===== config.mk =====
export PLATFORM = sky130hd
export DESIGN_NAME = sar_sequencer
export DESIGN_NICKNAME = d
export VERILOG_FILES = /design/src/sar_pkg.sv /design/src/settle_if.sv /design/src/settle_timer.sv /design/src/sar_sequencer.sv
export VERILOG_INCLUDE_DIRS = /design/src
export SDC_FILE = /design/constraint.sdc
export NUM_CORES = 1
export LEC_CHECK = 0
export BUFFER_PORTS_ARGS = -buffer_cell sky130_fd_sc_hd__buf_2
export CAP_MARGIN = 20
export CORE_ASPECT_RATIO = 0.75
export CORE_MARGIN = 4
export CORE_UTILIZATION = 52
export DETAILED_ROUTE_END_ITERATION = 10
export PLACE_DENSITY = 0.75
export SYNTH_ARGS = -nofsm -noshare
export SYNTH_HDL_FRONTEND = slang
export SYNTH_SLANG_ARGS = --single-unit

===== constraint.sdc =====
create_clock -name core_clk -period 2.3 [get_ports core_clk]
set_input_delay 0.115 -clock core_clk [delete_from_list [all_inputs] [get_ports core_clk]]
set_output_delay 0.115 -clock core_clk [all_outputs]
set_load 0.02 [all_outputs]

===== src/sar_defs.svh =====
/*
 Constants for the successive-approximation sequencer.
 Assumes inclusion by bare name from each design file.
*/
`ifndef SAR_DEFS_SVH
`define SAR_DEFS_SVH
`define SAR_RESOLUTION 8
`define SAR_FIRST_CODE 8'h80
`define SAR_FIRST_STEP 8'h40
`define SAR_RESULT_CLEAR 8'h00
`define SAR_SETTLE_US 10
`define SAR_CLK_MHZ 25
`define SAR_SETTLE_CYCLES ((`SAR_SETTLE_US) * (`SAR_CLK_MHZ))
`define SAR_CNT_W 9
`endif


===== src/sar_pkg.sv =====
/*
 Types shared by the sequencer modules.
 Assumes sar_defs.svh is compiled alongside.
*/
package sar_pkg;
   typedef enum logic [2:0] {
      ST_IDLE = 3'b000,
      ST_LOAD = 3'b001,
      ST_WAIT_DAC = 3'b011,
      ST_SETTLE = 3'b010,
      ST_SAMPLE = 3'b110,
      ST_SHUT = 3'b111
   } sar_state_t;
endpackage


===== src/settle_if.sv =====
/*
 Handshake between the sequencer and its settle timer.
 Assumes one clock domain.
*/
`timescale 1ns/1ps
`default_nettype none
interface settle_if;
   logic start;
   logic expired;
   modport seq (output start, input expired);
   modport timer (input start, output expired);
endinterface
`default_nettype wire


===== src/settle_timer.sv =====
/*
 Fixed post-stability delay timer, counted in core clock cycles.
 Assumes start pulses only while the sequencer waits for it.
*/
`timescale 1ns/1ps
`default_nettype none
`include "sar_defs.svh"
module settle_timer #(
   parameter int CYCLES = `SAR_SETTLE_CYCLES
) (
   // Clock and reset
   input wire logic core_clk,
   input wire logic rst,
   // Sequencer side
   settle_if.timer tif
);
   logic [`SAR_CNT_W-1:0] cnt_reg, cnt_next;
   logic exp_reg, exp_next;
   localparam logic [`SAR_CNT_W-1:0] LOAD = `SAR_CNT_W'(CYCLES - 1);

   ////////////////////////////////////////////////////////////////
   // Count down; expired is a one-cycle pulse at the end
   always_comb begin
      cnt_next = cnt_reg;
      exp_next = 1'b0;
      if (tif.start) begin
         cnt_next = LOAD;
      end else if (cnt_reg != '0) begin
         cnt_next = cnt_reg - 1'b1;
         exp_next = (cnt_reg == `SAR_CNT_W'(1));
      end
   end

   always_ff @(posedge core_clk) begin
      if (rst) begin
         cnt_reg <= '0;
         exp_reg <= 1'b0;
      end else begin
         cnt_reg <= cnt_next;
         exp_reg <= exp_next;
      end
   end
   assign tif.expired = exp_reg;
endmodule // settle_timer
`default_nettype wire


===== src/sar_sequencer.sv =====
/*
 Successive-approximation conversion sequencer driving a reference DAC and
 an analog comparator. Assumes the DAC, comparator, trigger and terminate
 come from outside the clock domain; the hold circuit keeps the input stable.
*/
`timescale 1ns/1ps
`default_nettype none
`include "sar_defs.svh"

// Function
// - Build an 8-bit result by successive approximation with comparator and DAC.
// - Runs entirely from the slow core clock, no high-speed clock needed.
// - Each conversion clears the result and loads trial code 0x80.
// - Step starts at 64, halves per trial; bit counter counts down resolution.
// - Write code, wait DAC stable, wait 10 us more, then sample comparator.
// - Input above DAC: next code adds step, else subtracts step.
// - After counter decrement, OR decision into result at counter position.
// - At end or terminate: stop DAC, ground reference, disable DAC and comparator.
module sar_sequencer
   import sar_pkg::*;
#(
   parameter int RESOLUTION = `SAR_RESOLUTION,
   parameter int SETTLE_CYCLES = `SAR_SETTLE_CYCLES
) (
   // Clock and reset
   input wire logic core_clk,
   input wire logic rst,
   // Scheduling
   input wire logic periodic_trigger,
   input wire logic terminate,
   // Comparator
   input wire logic analog_comparator_a,
   output logic comparator_enable,
   output logic comparator_ground_reference,
   // Reference DAC
   input wire logic dac_stable,
   output logic dac_enable,
   output logic dac_output_enable,
   output logic dac_load,
   output logic [RESOLUTION-1:0] trial_code,
   // Result
   output logic [RESOLUTION-1:0] result,
   output logic done
);
   import sar_pkg::*;

   settle_if tif();
   settle_timer #(.CYCLES(SETTLE_CYCLES)) u_timer (
      .core_clk(core_clk),
      .rst(rst),
      .tif(tif)
   );

   ////////////////////////////////////////////////////////////////
   // Two-flop synchronisers for asynchronous inputs
   // Comparator and stable arrive two cycles late; the wait state allows for that
   logic [1:0] trig_sync_reg, term_sync_reg, cmp_sync_reg, stab_sync_reg;
   logic trig_prev_reg;
   always_ff @(posedge core_clk) begin
      if (rst) begin
         trig_sync_reg <= 2'h0;
         term_sync_reg <= 2'h0;
         cmp_sync_reg <= 2'h0;
         stab_sync_reg <= 2'h0;
         trig_prev_reg <= 1'b0;
      end else begin
         trig_sync_reg <= {trig_sync_reg[0], periodic_trigger};
         term_sync_reg <= {term_sync_reg[0], terminate};
         cmp_sync_reg <= {cmp_sync_reg[0], analog_comparator_a};
         stab_sync_reg <= {stab_sync_reg[0], dac_stable};
         trig_prev_reg <= trig_sync_reg[1];
      end
   end
   // Edge detect starts at the trigger's idle low level, so reset makes no false edge
   wire trig_rise = trig_sync_reg[1] & ~trig_prev_reg;
   wire term_s = term_sync_reg[1];
   wire input_above_flag = cmp_sync_reg[1];
   wire stable_s = stab_sync_reg[1];

   ////////////////////////////////////////////////////////////////
   // Sequencer state
   sar_state_t state_reg, state_next;
   logic [RESOLUTION-1:0] code_reg, code_next, step_reg, step_next;
   logic [RESOLUTION-1:0] res_reg, res_next;
   logic [3:0] bit_index_reg, bit_index_next;
   logic cmp_en_reg, cmp_en_next, gnd_ref_reg, gnd_ref_next;
   logic dac_en_reg, dac_en_next, dac_out_reg, dac_out_next;
   logic load_reg, load_next, done_reg, done_next, start_next, start_reg;
   logic [3:0] idx_dec;
   // History of dac_load; the synchronised stable flag lags the pin by two cycles
   logic [1:0] load_dly_reg, load_dly_next;

   // Next state; terminate overrides every step and powers the analog down
   always_comb begin
      state_next = state_reg;
      code_next = code_reg;
      step_next = step_reg;
      res_next = res_reg;
      bit_index_next = bit_index_reg;
      cmp_en_next = cmp_en_reg;
      gnd_ref_next = gnd_ref_reg;
      dac_en_next = dac_en_reg;
      dac_out_next = dac_out_reg;
      load_next = 1'b0;
      done_next = 1'b0;
      start_next = 1'b0;
      load_dly_next = {load_dly_reg[0], load_reg};
      idx_dec = bit_index_reg - 4'h1;
      case (state_reg)
         ST_IDLE: begin
            if (trig_rise && !term_s) begin
               state_next = ST_LOAD;
               cmp_en_next = 1'b1;
               gnd_ref_next = 1'b0;
               dac_en_next = 1'b1;
               dac_out_next = 1'b1;
               res_next = `SAR_RESULT_CLEAR;
               code_next = `SAR_FIRST_CODE;
               step_next = `SAR_FIRST_STEP;
               bit_index_next = 4'(RESOLUTION);
            end
         end
         ST_LOAD: begin
            load_next = 1'b1;
            state_next = ST_WAIT_DAC;
         end
         ST_WAIT_DAC: begin
            // Until the DAC's answer to this load has crossed both sync flops,
            // stable_s may still be the flag of the previous code
            if (stable_s && !load_reg && (load_dly_reg == 2'h0)) begin
               start_next = 1'b1;
               state_next = ST_SETTLE;
            end
         end
         ST_SETTLE: begin
            // An expiry left over from an aborted count can coincide with the new start
            if (tif.expired && !start_reg) begin
               state_next = ST_SAMPLE;
            end
         end
         ST_SAMPLE: begin
            // Decision, step halving and bit fill in one cycle
            code_next = input_above_flag ? code_reg + step_reg
                                         : code_reg - step_reg;
            step_next = step_reg >> 1;
            bit_index_next = idx_dec;
            if (input_above_flag) begin
               res_next = res_reg | (RESOLUTION'(1) << idx_dec);
            end
            state_next = (idx_dec == 4'h0) ? ST_SHUT : ST_LOAD;
         end
         ST_SHUT: begin
            dac_out_next = 1'b0;
            gnd_ref_next = 1'b1;
            dac_en_next = 1'b0;
            cmp_en_next = 1'b0;
            done_next = 1'b1;
            state_next = ST_IDLE;
         end
         default: state_next = ST_IDLE;
      endcase
      if (term_s && state_reg != ST_IDLE) begin
         state_next = ST_IDLE;
         dac_out_next = 1'b0;
         gnd_ref_next = 1'b1;
         dac_en_next = 1'b0;
         cmp_en_next = 1'b0;
         done_next = 1'b0;
         load_next = 1'b0;
         start_next = 1'b0;
      end
   end

   // Registers; clocked by the slow core clock only
   always_ff @(posedge core_clk) begin
      if (rst) begin
         state_reg <= ST_IDLE;
         code_reg <= `SAR_FIRST_CODE;
         step_reg <= `SAR_FIRST_STEP;
         res_reg <= `SAR_RESULT_CLEAR;
         bit_index_reg <= 4'h0;
         cmp_en_reg <= 1'b0;
         gnd_ref_reg <= 1'b1;
         dac_en_reg <= 1'b0;
         dac_out_reg <= 1'b0;
         load_reg <= 1'b0;
         done_reg <= 1'b0;
         start_reg <= 1'b0;
         load_dly_reg <= 2'h0;
      end else begin
         state_reg <= state_next;
         code_reg <= code_next;
         step_reg <= step_next;
         res_reg <= res_next;
         bit_index_reg <= bit_index_next;
         cmp_en_reg <= cmp_en_next;
         gnd_ref_reg <= gnd_ref_next;
         dac_en_reg <= dac_en_next;
         dac_out_reg <= dac_out_next;
         load_reg <= load_next;
         done_reg <= done_next;
         start_reg <= start_next;
         load_dly_reg <= load_dly_next;
      end
   end

   ////////////////////////////////////////////////////////////////
   // Outputs straight from flip-flops
   assign tif.start = start_reg;
   assign comparator_enable = cmp_en_reg;
   assign comparator_ground_reference = gnd_ref_reg;
   assign dac_enable = dac_en_reg;
   assign dac_output_enable = dac_out_reg;
   assign dac_load = load_reg;
   assign trial_code = code_reg;
   assign result = res_reg;
   assign done = done_reg;
endmodule // sar_sequencer
`default_nettype wire


# Word level (Yosys, flattened, before mapping)
# Index checks and enable logic that the tools add are counted.
# classes
n_reduce_logical,24
n_addsub,4
eq_ne,10
n_mux,24
bitwise_logic,5
shift,1
# op_table
op,count
8-bit 2-to-1 mux,7
8-bit case mux with 2 select lines,3
3-bit case mux with 5 select lines,1
3-bit 2-to-1 mux,4
"9-bit by 1-bit equality test with 1-bit output, second input constant",1
9-bit nonzero test,1
"9-bit by 1-bit subtractor with 9-bit output, second input constant",1
8-bit adder,1
"2-bit != test, second input constant",4
8-bit bitwise OR,1
4-bit case mux with 2 select lines,1
"1-bit by 4-bit << shifter with 8-bit output, first input constant",1
8-bit subtractor,1
"3-bit by 2-bit equality test with 1-bit output, second input constant",2
"3-bit equality test, second input constant",2
3-bit AND reduction,2
2-bit nonzero test,3
3-bit OR reduction,2
1-bit logical AND,5
1-bit 2-to-1 mux,5
4-bit zero test,1
4-bit 2-to-1 mux,1
1-bit case mux with 2 select lines,2
2-bit AND reduction,2
9 further kinds,14
# totals
word_cells,87
in_bits,6
regBits,57

# Depth between registers and ports, before layout
# Gate-level depths: netlist (run 1).
# depth
word_depth,5
mapped_depth,11
mapped_depth_nobuf,11

# Modules after synthesis
# Synthesis (run 1) repeated with hierarchy kept, for this count alone.
# unflattened
cells_unflattened,300
area_unflattened_um2,2682.6
# modules_own_cells
mod,area_each_um2,cells_each,seq_area_each_um2,instances
sar_sequencer,2145.8,244,920.9,1
settle_timer,536.8,56,200.2,1

# Least setup slack after synthesis (run 1)
# No wires, ideal clock.
# synth_path
kind,reg-to-reg
startpoint,register step_reg[0]
endpoint,register code_reg[7] (netlist: trial_code[7])
synth_period_minus_slack_ns,2.407
setup_slack_ns,-0.107
arrival_ns,2.320
t_required_ns,2.213
stages_incl_launch_ff,11
cell_sequence,dfxtp_1 -> inv_1 -> ha_1 -> mux2_2 -> ha_1 -> a211oi_1 -> o21ai_0 -> a31oi_1 -> xnor2_1 -> and3_1 -> o31ai_1
# synth_via
elab_chain_len,3
elab_cells_between_ends,4
# synth_lines
item,line_no,text
"start, declared",sar_sequencer.sv:83,"logic [RESOLUTION-1:0] code_reg, code_next, step_reg, step_next;"
"start signal, assigned",sar_sequencer.sv:179,step_reg <= `SAR_FIRST_STEP;
"start signal, assigned",sar_sequencer.sv:193,step_reg <= step_next;
8-bit subtractor or 8-bit adder (tied branches),"sar_sequencer.sv:144, sar_sequencer.sv:143",
8-bit 2-to-1 mux (*),sar_sequencer.sv:143,code_next = input_above_flag ? code_reg + step_reg
8-bit case mux with 2 select lines (*),sar_sequencer.sv:109,case (state_reg)
"end signal, assigned",sar_sequencer.sv:178,code_reg <= `SAR_FIRST_CODE;
"end signal, assigned",sar_sequencer.sv:192,code_reg <= code_next;
"end, declared",sar_sequencer.sv:83,
# Mark *: on every way between the ends. The rest lies on a longest branch, timed or not.
# A chain may end at the register's enable or synchronous reset.

# Worst setup path after layout (run 1)
# Ends and elaborated chain as after synthesis.

==> results_dict.tcl, run 1 <==
set metrics [dict create \
    run_status "finished clean" \
    worst_slew_margin_rel 0.559 \
    routed_wire_length_per_instance_um 13.3 \
    clockRootBuffer "sky130_fd_sc_hd__clkbuf_8" \
    synth_fp_nets 333 \
    drt-vias-per-instance 5.40 \
    cp-endpoint "trial_code[7]$_SDFFE_PP1P_" \
    achievable-frequency_mhz 446 \
    syn2layout_area_growth_pct 15.6 \
    die_w_um 90.6 \
    cts_tree "built" \
    drive_above_1_share 0.186 \
    clock_tree.buffer_depth 2 \
    numCtsBuffers 5 \
    final-setup-viol-count 0 \
    grt_start_max_net_pins 31 \
    cts.sinks 56 \
    grt_first_pass_wirelength_um 9000 \
    clk_latency_ns 0.31 \
    synth_cells 310 \
    die-area_mm2 0.00633 \
    vdd_drop_max_mv 0.403 \
    post_synth_num_cell_types 43 \
    reg2regPathDepth 10 \
    timing.max_cap.violations 0 \
    min_delay_path_depth 2 \
    clkTransAtPathRegs_ns 0.10 \
    rsz0062_at_grt "true" \
    finalWorstPathRequiredPeriod_ns 2.24 \
    die-height_um 69.9 \
    slew_viol_final 0 \
    count_of_synthesis_stage_warnings_from_yosys 0 \
    finalWirelength_um 5300 \
    largest_register_ff_count 9 \
    worst-slew-pin-transition_ns 0.659 \
    setup.worst_path.end_class "register" \
    final_clock_period_utilization_by_the_worst_path 0.976 \
    cp_max_fo 2 \
    drt_first_iter_violations 80 \
    first_global_vias 2020 \
    final.hold.worst_slack_ns 0.0184 \
    ys_ff_latch 56 \
    antennaDiodeCount 0 \
    utilization 0.624 \
    drc 0 \
    r2r_slack_ns 0.06 \
    clock-skew-final_ns 0.00821 \
    post-place-ws_ns -0.102 \
    core_area_mm2 0.00493 \
    placement_rows 22 \
    power_leakage_nw 1.31 \
    floorplan.io_pins 28 \
    worst_setup_path_start_kind "register" \
    r2r-start "step_reg[0]$_SDFFE_PP0P_" \
    detailedPlacementHpwl_um 3690 \
    gpl.final_weighted_congestion 0.824 \
    start_util 0.539 \
    synth-seq-area-share 0.422 \
    syn-mean-instance-area_um2 8.57 \
    detail-route-antenna-nets 0 \
    rr_endpoint "trial_code[7]$_SDFFE_PP1P_" \
    critical_path_required_ns 2.53 \
    post_synth_instance_area_mm2 0.00266 \
    num-nets-final 360 \
    h_tree_levels 2 \
    finalHoldViolCount 0 \
    grt_overflow 0 \
    fin_total_pwr_mw 2.50 \
    io_buffers 27 \
    worstSetupPathType "register to register" \
    grt_usage 0.171 \
    cp.arrival_ns 2.48 \
    hold_class "primary input to register" \
    drt_first_pass_iters 4 \
    worst_setup_path_startpoint "step_reg[0]$_SDFFE_PP0P_" \
    power_density_mw_per_mm2 815 \
    route.vias.total 2148 \
    post-route-worst-setup-slack_ns 0.0556 \
    grt_antenna_before_repair 0 \
]
-- critical path, stage by stage, from the launching register on --
cell	delay, ns
sky130_fd_sc_hd__dfxtp_2	0.35
sky130_fd_sc_hd__inv_2	0.05
sky130_fd_sc_hd__ha_4	0.23
sky130_fd_sc_hd__mux2_4	0.30
sky130_fd_sc_hd__ha_4	0.26
sky130_fd_sc_hd__a211oi_4	0.21
sky130_fd_sc_hd__o21ai_1	0.10
sky130_fd_sc_hd__a31oi_1	0.20
sky130_fd_sc_hd__xnor2_1	0.10
sky130_fd_sc_hd__and3_1	0.15
sky130_fd_sc_hd__o31ai_1	0.21
-- kinds of logic after synthesis --
family | after synthesis | synth area share
and+or+nand+nor | 132 | 0.253
AOI/OAI and AO/OA | 57 | 0.128
DFF | 56 | 0.422
buffers and inverters | 30 | 0.0537
xor gates and xnor gates | 17 | 0.0560
adders and majority gates | 17 | 0.0829
muxes | 1 | 0.00424
-- worst min-delay path by stage --
stage | start | end
3_3_place_gp | periodic_trigger | trig_sync_reg[0]$_SDFF_PP0_
5_1_grt | terminate | term_sync_reg[0]$_SDFF_PP0_
2_1_floorplan | rst | trial_code[7]$_SDFFE_PP1P_
4_1_cts | terminate | term_sync_reg[0]$_SDFF_PP0_
3_5_place_dp | periodic_trigger | trig_sync_reg[0]$_SDFF_PP0_
6_report | terminate | term_sync_reg[0]$_SDFF_PP0_
-- through the flow --
stage,TNS (ns),area [um2],std cells
finish,0,3070,398
global route,-0.126,3070,398
CTS,0,3030,396
detailed placement,-0.102,2830,387
global placement,-0.0308,2830,387
floorplan,0,2670,310
-- routing by layer --
metal	part of all wire	vias to the layer above	wire, um	global-route usage
met2	0.47	51	2480	0.274
met5	0	-	0	0
li1	-	1107	-	-
met4	0.0096	0	51	0.0560
met3	0.048	6	252	0.0474
met1	0.47	984	2510	0.222
-- where the power goes --
part           switching [mW]  total [mW]  internal [mW]
Sequential             0.0788        1.13           1.05
Clock                   0.313       0.857          0.544
Combinational           0.288       0.518          0.230
-- repair_timing --
item                       CTS  global route
hold buffers                 1             0
setup endpoints to repair    2             4
gates cloned                 0             0
pin swaps                    5            14
gates resized for setup      6            10
buffers inserted             0             2
hold endpoints to repair     1             0
-- placed cells by master (no fill, tap or decap), types with 2 or more instances in the layout --
| cell type | count |
|---|---|
| sky130_fd_sc_hd__dfxtp_1 | 54 |
| sky130_fd_sc_hd__nor2_1 | 51 |
| sky130_fd_sc_hd__buf_2 | 27 |
| sky130_fd_sc_hd__nand2_1 | 22 |
| sky130_fd_sc_hd__a21oi_1 | 21 |
| sky130_fd_sc_hd__a31oi_1 | 14 |
| sky130_fd_sc_hd__ha_1 | 14 |
| sky130_fd_sc_hd__nor2b_1 | 13 |
| sky130_fd_sc_hd__inv_1 | 11 |
| sky130_fd_sc_hd__xor2_1 | 10 |
| sky130_fd_sc_hd__nor3_1 | 10 |
| sky130_fd_sc_hd__buf_4 | 9 |
| sky130_fd_sc_hd__nand3_1 | 8 |
| sky130_fd_sc_hd__xnor2_1 | 7 |
| sky130_fd_sc_hd__clkbuf_8 | 5 |
| sky130_fd_sc_hd__o21ai_0 | 4 |
| sky130_fd_sc_hd__nand3b_1 | 4 |
| sky130_fd_sc_hd__nor4_1 | 3 |
| sky130_fd_sc_hd__nand2b_1 | 3 |
| sky130_fd_sc_hd__nand4b_1 | 3 |
| sky130_fd_sc_hd__o21ai_1 | 3 |
| sky130_fd_sc_hd__bufinv_16 | 3 |
| sky130_fd_sc_hd__inv_2 | 2 |
| sky130_fd_sc_hd__and3_1 | 2 |
| sky130_fd_sc_hd__o31ai_1 | 2 |
| sky130_fd_sc_hd__and2_1 | 2 |
| sky130_fd_sc_hd__a22oi_1 | 2 |
| sky130_fd_sc_hd__a21o_1 | 2 |
| sky130_fd_sc_hd__ha_4 | 2 |
| sky130_fd_sc_hd__dfxtp_2 | 2 |
-- cell usage after synthesis --
cell type,instances,area share
sky130_fd_sc_hd__nand3b_1,4,0.011
sky130_fd_sc_hd__o21ai_0,8,0.015
sky130_fd_sc_hd__or4b_2,1,0.0038
sky130_fd_sc_hd__o31ai_1,2,0.0056
sky130_fd_sc_hd__inv_1,13,0.018
sky130_fd_sc_hd__dfxtp_1,56,0.42
sky130_fd_sc_hd__nor4_4,1,0.0080
sky130_fd_sc_hd__mux2_2,1,0.0042
sky130_fd_sc_hd__o32ai_1,1,0.0033
sky130_fd_sc_hd__and3b_1,1,0.0033
sky130_fd_sc_hd__buf_1,1,0.0014
sky130_fd_sc_hd__a211oi_1,2,0.0056
sky130_fd_sc_hd__nor2_1,52,0.073
sky130_fd_sc_hd__a31oi_1,14,0.033
sky130_fd_sc_hd__fa_1,1,0.0075
sky130_fd_sc_hd__buf_4,2,0.0056
sky130_fd_sc_hd__xnor2_1,7,0.023
sky130_fd_sc_hd__or2_4,1,0.0033
sky130_fd_sc_hd__nor3_1,10,0.019
sky130_fd_sc_hd__nand2_1,22,0.031
sky130_fd_sc_hd__a21o_1,2,0.0056
sky130_fd_sc_hd__and3_1,2,0.0047
sky130_fd_sc_hd__or4_4,1,0.0042
sky130_fd_sc_hd__nand4b_1,3,0.0099
sky130_fd_sc_hd__and2_4,1,0.0033
sky130_fd_sc_hd__buf_6,3,0.013
sky130_fd_sc_hd__ha_1,16,0.075
sky130_fd_sc_hd__nand2b_1,3,0.0071
sky130_fd_sc_hd__nor4_1,3,0.0071
sky130_fd_sc_hd__a311oi_1,1,0.0033
sky130_fd_sc_hd__nand2_4,1,0.0042
sky130_fd_sc_hd__xor2_1,10,0.033
sky130_fd_sc_hd__a2111oi_0,1,0.0033
sky130_fd_sc_hd__a21oi_1,22,0.041
sky130_fd_sc_hd__nand3_1,8,0.015
sky130_fd_sc_hd__and4_1,1,0.0033
sky130_fd_sc_hd__and2_1,2,0.0047
sky130_fd_sc_hd__a22oi_1,2,0.0056
sky130_fd_sc_hd__nor4bb_1,1,0.0038
sky130_fd_sc_hd__a221oi_1,1,0.0033
sky130_fd_sc_hd__nor2b_1,14,0.033
sky130_fd_sc_hd__o21a_1,1,0.0028
sky130_fd_sc_hd__clkbuf_1,11,0.016
-- layout make-up --
class | instances | area, um2
clock buffers | 5 | 68.8
clock inverters | 3 | 90.1
fillers | 439 | 1850
inverters | 13 | 48.8
multi-input cells | 224 | 1450
flip-flops and latches | 56 | 1120
well taps | 60 | 75.1
repair buffers | 37 | 213
Power figures use the tool's default switching activity.
==> inputs of run 2 (changes only) <==
--- a/config.mk
+++ b/config.mk
@@ -12,6 +12,7 @@
 export CORE_MARGIN = 4
 export CORE_UTILIZATION = 52
 export DETAILED_ROUTE_END_ITERATION = 10
+export GPL_TIMING_DRIVEN = 0
 export PLACE_DENSITY = 0.75
 export SYNTH_ARGS = -nofsm -noshare
 export SYNTH_HDL_FRONTEND = slang
==> run 2 against run 1 <==
Net effect: largest cell class unchanged; cell area grew 1.1%; combinational power increased by 2%; largest power group unchanged; highest routed layer unchanged; routed wire length grew 11%; clock power is 26% lower; flip-flop and latch count is the same.
==> results_dict.tcl, run 2 (synthesis results as in run 1) <==
set metrics [dict create \
    cp_common_cell "sky130_fd_sc_hd__xor2_1" \
    final_cell_mix "sky130_fd_sc_hd__dfxtp_1 (54), sky130_fd_sc_hd__nor2_1 (52), sky130_fd_sc_hd__buf_2 (27), sky130_fd_sc_hd__nand2_1 (22), sky130_fd_sc_hd__a21oi_1 (20)" \
    die_w_um 90.6 \
    grt_antenna_before_repair 0 \
    cp_max_fo 8 \
    fin_total_pwr_mw 2.29 \
    finalHoldViolCount 0 \
    area_used_by_sequential_logic_in_the_layout_mm2 0.00113 \
    critical-path-max-stage-delay_ns 0.54 \
    post-route-worst-setup-slack_ns 0.0102 \
    numCtsBuffers 5 \
    drive_above_1_share 0.191 \
    clk_latency_ns 0.31 \
    grt_usage 0.183 \
    clock_tree.buffer_depth 2 \
    power_density_mw_per_mm2 737 \
    die-area_mm2 0.00633 \
    clkTransAtPathRegs_ns 0.10 \
    floorplan.io_pins 28 \
    critical_path_required_ns 2.52 \
    post-place-ws_ns -0.217 \
    route.vias.total 2260 \
    slew_viol_final 0 \
    finalWirelength_um 5890 \
    setup.worst_path.end_class "register" \
    cts.sinks 56 \
    die-height_um 69.9 \
    num-nets-final 372 \
    antennaDiodeCount 0 \
    grt_first_pass_wirelength_um 9330 \
    rsz0062_at_grt "true" \
    syn2layout_area_growth_pct 16.9 \
    core_area_mm2 0.00493 \
    gpl.final_weighted_congestion 0.838 \
    placement_rows 22 \
    path_cells "nor2_1, xor2_1, ha_1, nor2b_2, o21ai_1, nand2_1, a311oi_2, xor2_1, o32ai_1" \
    worst_slew_margin_rel 0.638 \
    grt_start_max_net_pins 18 \
    h_tree_levels 2 \
    run_status "finished clean" \
    cp.arrival_ns 2.51 \
    drt_first_iter_violations 149 \
    crit_slowest_cell "sky130_fd_sc_hd__dfxtp_1" \
    layout_commonest_cell "sky130_fd_sc_hd__dfxtp_1" \
    io_buffers 27 \
    totalNegativeSetupSlack_ns 0 \
    drt-vias-per-instance 5.51 \
    drt_first_pass_iters 4 \
    worst-slew-pin-transition_ns 0.543 \
    grt_overflow 0 \
    power_leakage_nw 1.32 \
    clockRootBuffer "sky130_fd_sc_hd__clkbuf_8" \
    final_clock_period_utilization_by_the_worst_path 0.996 \
    detail-route-antenna-nets 0 \
    vdd_drop_max_mv 0.390 \
    detailedPlacementHpwl_um 3970 \
    first_global_vias 2029 \
    timing.max_cap.violations 0 \
    finalWorstPathRequiredPeriod_ns 2.29 \
    routed_wire_length_per_instance_um 14.4 \
    worst_setup_path_start_kind "register" \
    num-fill-cells 399 \
    clock-skew-final_ns 0.00922 \
    utilization 0.631 \
    drc 0 \
    achievable-frequency_mhz 437 \
    multi_input_area_mm2 0.00147 \
    cts_tree "built" \
    worstSetupPathType "register to register" \
    hold_class "primary input to register" \
    start_util 0.539 \
    largest_register_ff_count 9 \
    final-setup-viol-count 0 \
]
run 2: cell types whose count changed in the layout (fill, tap and decap cells not counted), moves of 2 or more:
cell	before	now
sky130_fd_sc_hd__buf_6	0	3
sky130_fd_sc_hd__dfxtp_4	0	2
sky130_fd_sc_hd__dfxtp_2	2	0
sky130_fd_sc_hd__bufinv_16	3	1
sky130_fd_sc_hd__clkbuf_1	0	9
run 2: critical path, delay by kind of cell, from the launching register on:
kind                     cells  cell delay [ns]
AO/OA/AOI/OAI                3             0.64
XOR/XNOR                     2             0.27
adder cells (fa/ha/maj)      1             0.36
flip-flops                   1             0.54
AND/OR/NAND/NOR              3             0.40
run 2: repair_timing:
item,4_1_cts,5_1_grt
setup buffers,4,2
setup endpoints to repair,3,4
hold buffers,1,0
endpoints found under the hold margin,1,0
gates resized for setup,9,11
pin swaps,8,12
run 2: metal layers:
layer  routed length (um)  vias up  global-route usage
li1                     -     1129                   -
met1                 2820     1051               0.243
met2                 2650       73               0.290
met3                  353        7              0.0463
met4                   58        0              0.0628
met5                    0        -                   0
run 2: layout make-up:
type | instances | share of cell area
plain buffers | 15 | 0.0278
clock buffers | 5 | 0.0221
clock inverters | 3 | 0.0137
inverters | 13 | 0.0165
multi-input cells | 224 | 0.471
flip-flops and latches | 56 | 0.363
well taps | 60 | 0.0242
repair buffers | 34 | 0.0612
run 2: worst paths after layout:
| check | from | endpoint | slack (ns) | cells past startpoint |
|---|---|---|---|---|
| setup / recovery | cmp_sync_reg[1]$_SDFF_PP0_ | trial_code[6]$_SDFFE_PP0P_ | 0.01 | 9 |
| hold / removal | dac_stable | stab_sync_reg[0]$_SDFF_PP0_ | 0.02 | 2 |
| setup reg to reg | cmp_sync_reg[1]$_SDFF_PP0_ | trial_code[6]$_SDFFE_PP0P_ | 0.01 | 9 |
| hold reg to reg | cmp_sync_reg[0]$_SDFF_PP0_ | cmp_sync_reg[1]$_SDFF_PP0_ | 0.45 | 1 |
run 2: power by group:
| group | leakage, nW | total, mW | switching [mW] | internal [mW] |
|---|---|---|---|---|
| Clock | 0.0541 | 0.636 | 0.314 | 0.322 |
| Combinational | 0.807 | 0.526 | 0.291 | 0.235 |
| Sequential | 0.457 | 1.13 | 0.0790 | 1.05 |
| Total | 1.32 | 2.29 | 0.684 | 1.61 |
run 2: stage by stage:
step	cells	cell area [um2]	hold slack, ns
finish	410	3110	0.0201
detailed placement	397	2880	0.328
global placement	397	2880	0.321
CTS	408	3050	0.0228
global route	410	3110	0.0314
floorplan	310	2670	0.221
==> inputs of run 3 (changes only) <==
--- a/config.mk
+++ b/config.mk
@@ -14,6 +14,7 @@
 export DETAILED_ROUTE_END_ITERATION = 10
 export GPL_TIMING_DRIVEN = 0
 export PLACE_DENSITY = 0.75
+export SETUP_SLACK_MARGIN = 0.1
 export SYNTH_ARGS = -nofsm -noshare
 export SYNTH_HDL_FRONTEND = slang
 export SYNTH_SLANG_ARGS = --single-unit
==> run 3 against run 2 <==
Net effect: critical endpoint is now trial_code[7]$_SDFFE_PP1P_; cell count increased by 0.98%; worst hold slack got worse by 0.0042 ns; fmax up 1.3%; core utilization increased by 0.38 points; largest cell class unchanged.
==> results_dict.tcl, run 3 (synthesis results as in run 1) <==
set metrics [dict create \
    reg2regPathDepth 11 \
    die_w_um 90.6 \
    final_cell_mix "sky130_fd_sc_hd__dfxtp_1 (54), sky130_fd_sc_hd__nor2_1 (51), sky130_fd_sc_hd__buf_2 (27), sky130_fd_sc_hd__nand2_1 (22), sky130_fd_sc_hd__a21oi_1 (20)" \
    layout_commonest_cell "sky130_fd_sc_hd__dfxtp_1" \
    clock-skew-final_ns 0.0110 \
    finalHoldViolCount 0 \
    syn2layout_area_growth_pct 17.7 \
    power_density_mw_per_mm2 702 \
    final_clock_period_utilization_by_the_worst_path 0.983 \
    finalWirelength_um 5590 \
    die-area_mm2 0.00633 \
    fin_total_pwr_mw 2.19 \
    floorplan.io_pins 28 \
    antennaDiodeCount 0 \
    post-place-ws_ns -0.126 \
    worst-slew-pin-transition_ns 0.543 \
    clkTransAtPathRegs_ns 0.10 \
    num-fill-cells 436 \
    post-route-worst-setup-slack_ns 0.0387 \
    grt_antenna_before_repair 0 \
    drt-vias-per-instance 5.32 \
    rr_endpoint "trial_code[7]$_SDFFE_PP1P_" \
    rsz0062_at_grt "true" \
    detail-route-antenna-nets 0 \
    power_leakage_nw 1.33 \
    detailedPlacementHpwl_um 3860 \
    die-height_um 69.9 \
    clk_latency_ns 0.30 \
    critical_path_required_ns 2.52 \
    grt_start_max_net_pins 16 \
    drt_first_pass_iters 4 \
    holdCritStartpoint "periodic_trigger" \
    numCtsBuffers 5 \
    worstHoldEndpoint "trig_sync_reg[0]$_SDFF_PP0_" \
    clock_tree.buffer_depth 2 \
    io_buffers 27 \
    core_area_mm2 0.00493 \
    h_tree_levels 2 \
    finalWorstPathRequiredPeriod_ns 2.26 \
    r2r_slack_ns 0.04 \
    cts_tree "built" \
    grt_overflow 0 \
    hold_class "primary input to register" \
    placement_rows 22 \
    route.vias.total 2202 \
    timing.max_cap.violations 0 \
    totalNegativeSetupSlack_ns 0 \
    num-nets-final 376 \
    slew_viol_final 0 \
    cts.sinks 56 \
    worstSetupPathType "register to register" \
    grt_usage 0.180 \
    run_status "finished clean" \
    largest_register_ff_count 9 \
    start_util 0.539 \
    r2r-start "step_reg[2]$_SDFFE_PP0P_" \
    drive_above_1_share 0.203 \
    drc 0 \
    min_delay_path_depth 2 \
    achievable-frequency_mhz 442 \
    cp_max_fo 7 \
    vdd_drop_max_mv 0.330 \
    final-setup-viol-count 0 \
    worst_slew_margin_rel 0.638 \
    gpl.final_weighted_congestion 0.861 \
    worst_setup_path_start_kind "register" \
    drt_first_iter_violations 100 \
    setup.worst_path.end_class "register" \
    routed_wire_length_per_instance_um 13.5 \
    grt_first_pass_wirelength_um 9400 \
    clockRootBuffer "sky130_fd_sc_hd__clkbuf_8" \
    first_global_vias 2042 \
    cp.arrival_ns 2.48 \
]
[run 3: timing repair]
item                       in CTS  in global routing
gates resized for setup        11                 14
setup endpoints to repair       3                  5
pin swaps                      13                 19
buffers inserted                6                  3
hold buffers                    0                  0
[run 3: area by class of cell]
type                            count  area [um2]  area share
Sequential cell                    56        1130       0.361
Tap cell                           60        75.1      0.0240
Multi-Input combinational cell    224        1480       0.473
Timing Repair Buffer               36         203      0.0648
Buffer                             17        98.8      0.0316
Clock buffer                        8        90.1      0.0288
Inverter                           13        51.3      0.0164
[run 3: report_power, final]
| part | internal [mW] | total [mW] | switching [mW] |
|---|---|---|---|
| logic | 0.235 | 0.523 | 0.288 |
| registers | 1.05 | 1.12 | 0.0767 |
| clock network | 0.247 | 0.548 | 0.302 |
[run 3: how the worst max path moves through the flow]
| stage | from | slack [ns] | endpoint |
|---|---|---|---|
| 2_1_floorplan | step_reg[0]$_SDFFE_PP0P_ | 0.10 | trial_code[7]$_SDFFE_PP1P_ |
| 3_3_place_gp | step_reg[0]$_SDFFE_PP0P_ | -0.12 | trial_code[6]$_SDFFE_PP0P_ |
| 3_5_place_dp | step_reg[0]$_SDFFE_PP0P_ | -0.13 | trial_code[7]$_SDFFE_PP1P_ |
| 4_1_cts | step_reg[1]$_SDFFE_PP0P_ | 0.01 | trial_code[7]$_SDFFE_PP1P_ |
| 5_1_grt | step_reg[2]$_SDFFE_PP0P_ | -0.08 | trial_code[7]$_SDFFE_PP1P_ |
| 6_report | step_reg[2]$_SDFFE_PP0P_ | 0.04 | trial_code[7]$_SDFFE_PP1P_ |
[run 3: stage by stage]
stage / hold slack, ns / std cells / utilization / instance area, um2
after floorplan: 0.221 / 310 / - / 2680
after global placement: 0.321 / 397 / 0.587 / 2890
after detailed placement: 0.332 / 397 / 0.587 / 2890
after CTS: 0.0142 / 411 / 0.621 / 3060
after global routing: 0.0168 / 414 / 0.635 / 3130
final: 0.0159 / 414 / 0.635 / 3130
[run 3: routing by layer]
layer	wire, um	track usage	vias up
met3	306	0.0431	2
met1	2860	0.260	1010
li1	-	-	1139
met4	19	0.0492	0
met2	2400	0.269	51
met5	0	0	-
[run 3: critical path, stage by stage (launching register included)]
cell,delay [ns]
sky130_fd_sc_hd__dfxtp_1,0.32
sky130_fd_sc_hd__clkbuf_4,0.17
sky130_fd_sc_hd__nor3_2,0.19
sky130_fd_sc_hd__a31oi_1,0.11
sky130_fd_sc_hd__xor2_1,0.26
sky130_fd_sc_hd__ha_1,0.29
sky130_fd_sc_hd__o21ai_1,0.08
sky130_fd_sc_hd__nand2b_1,0.07
sky130_fd_sc_hd__a31oi_1,0.20
sky130_fd_sc_hd__xnor2_1,0.12
sky130_fd_sc_hd__and3_1,0.15
sky130_fd_sc_hd__o31ai_1,0.21
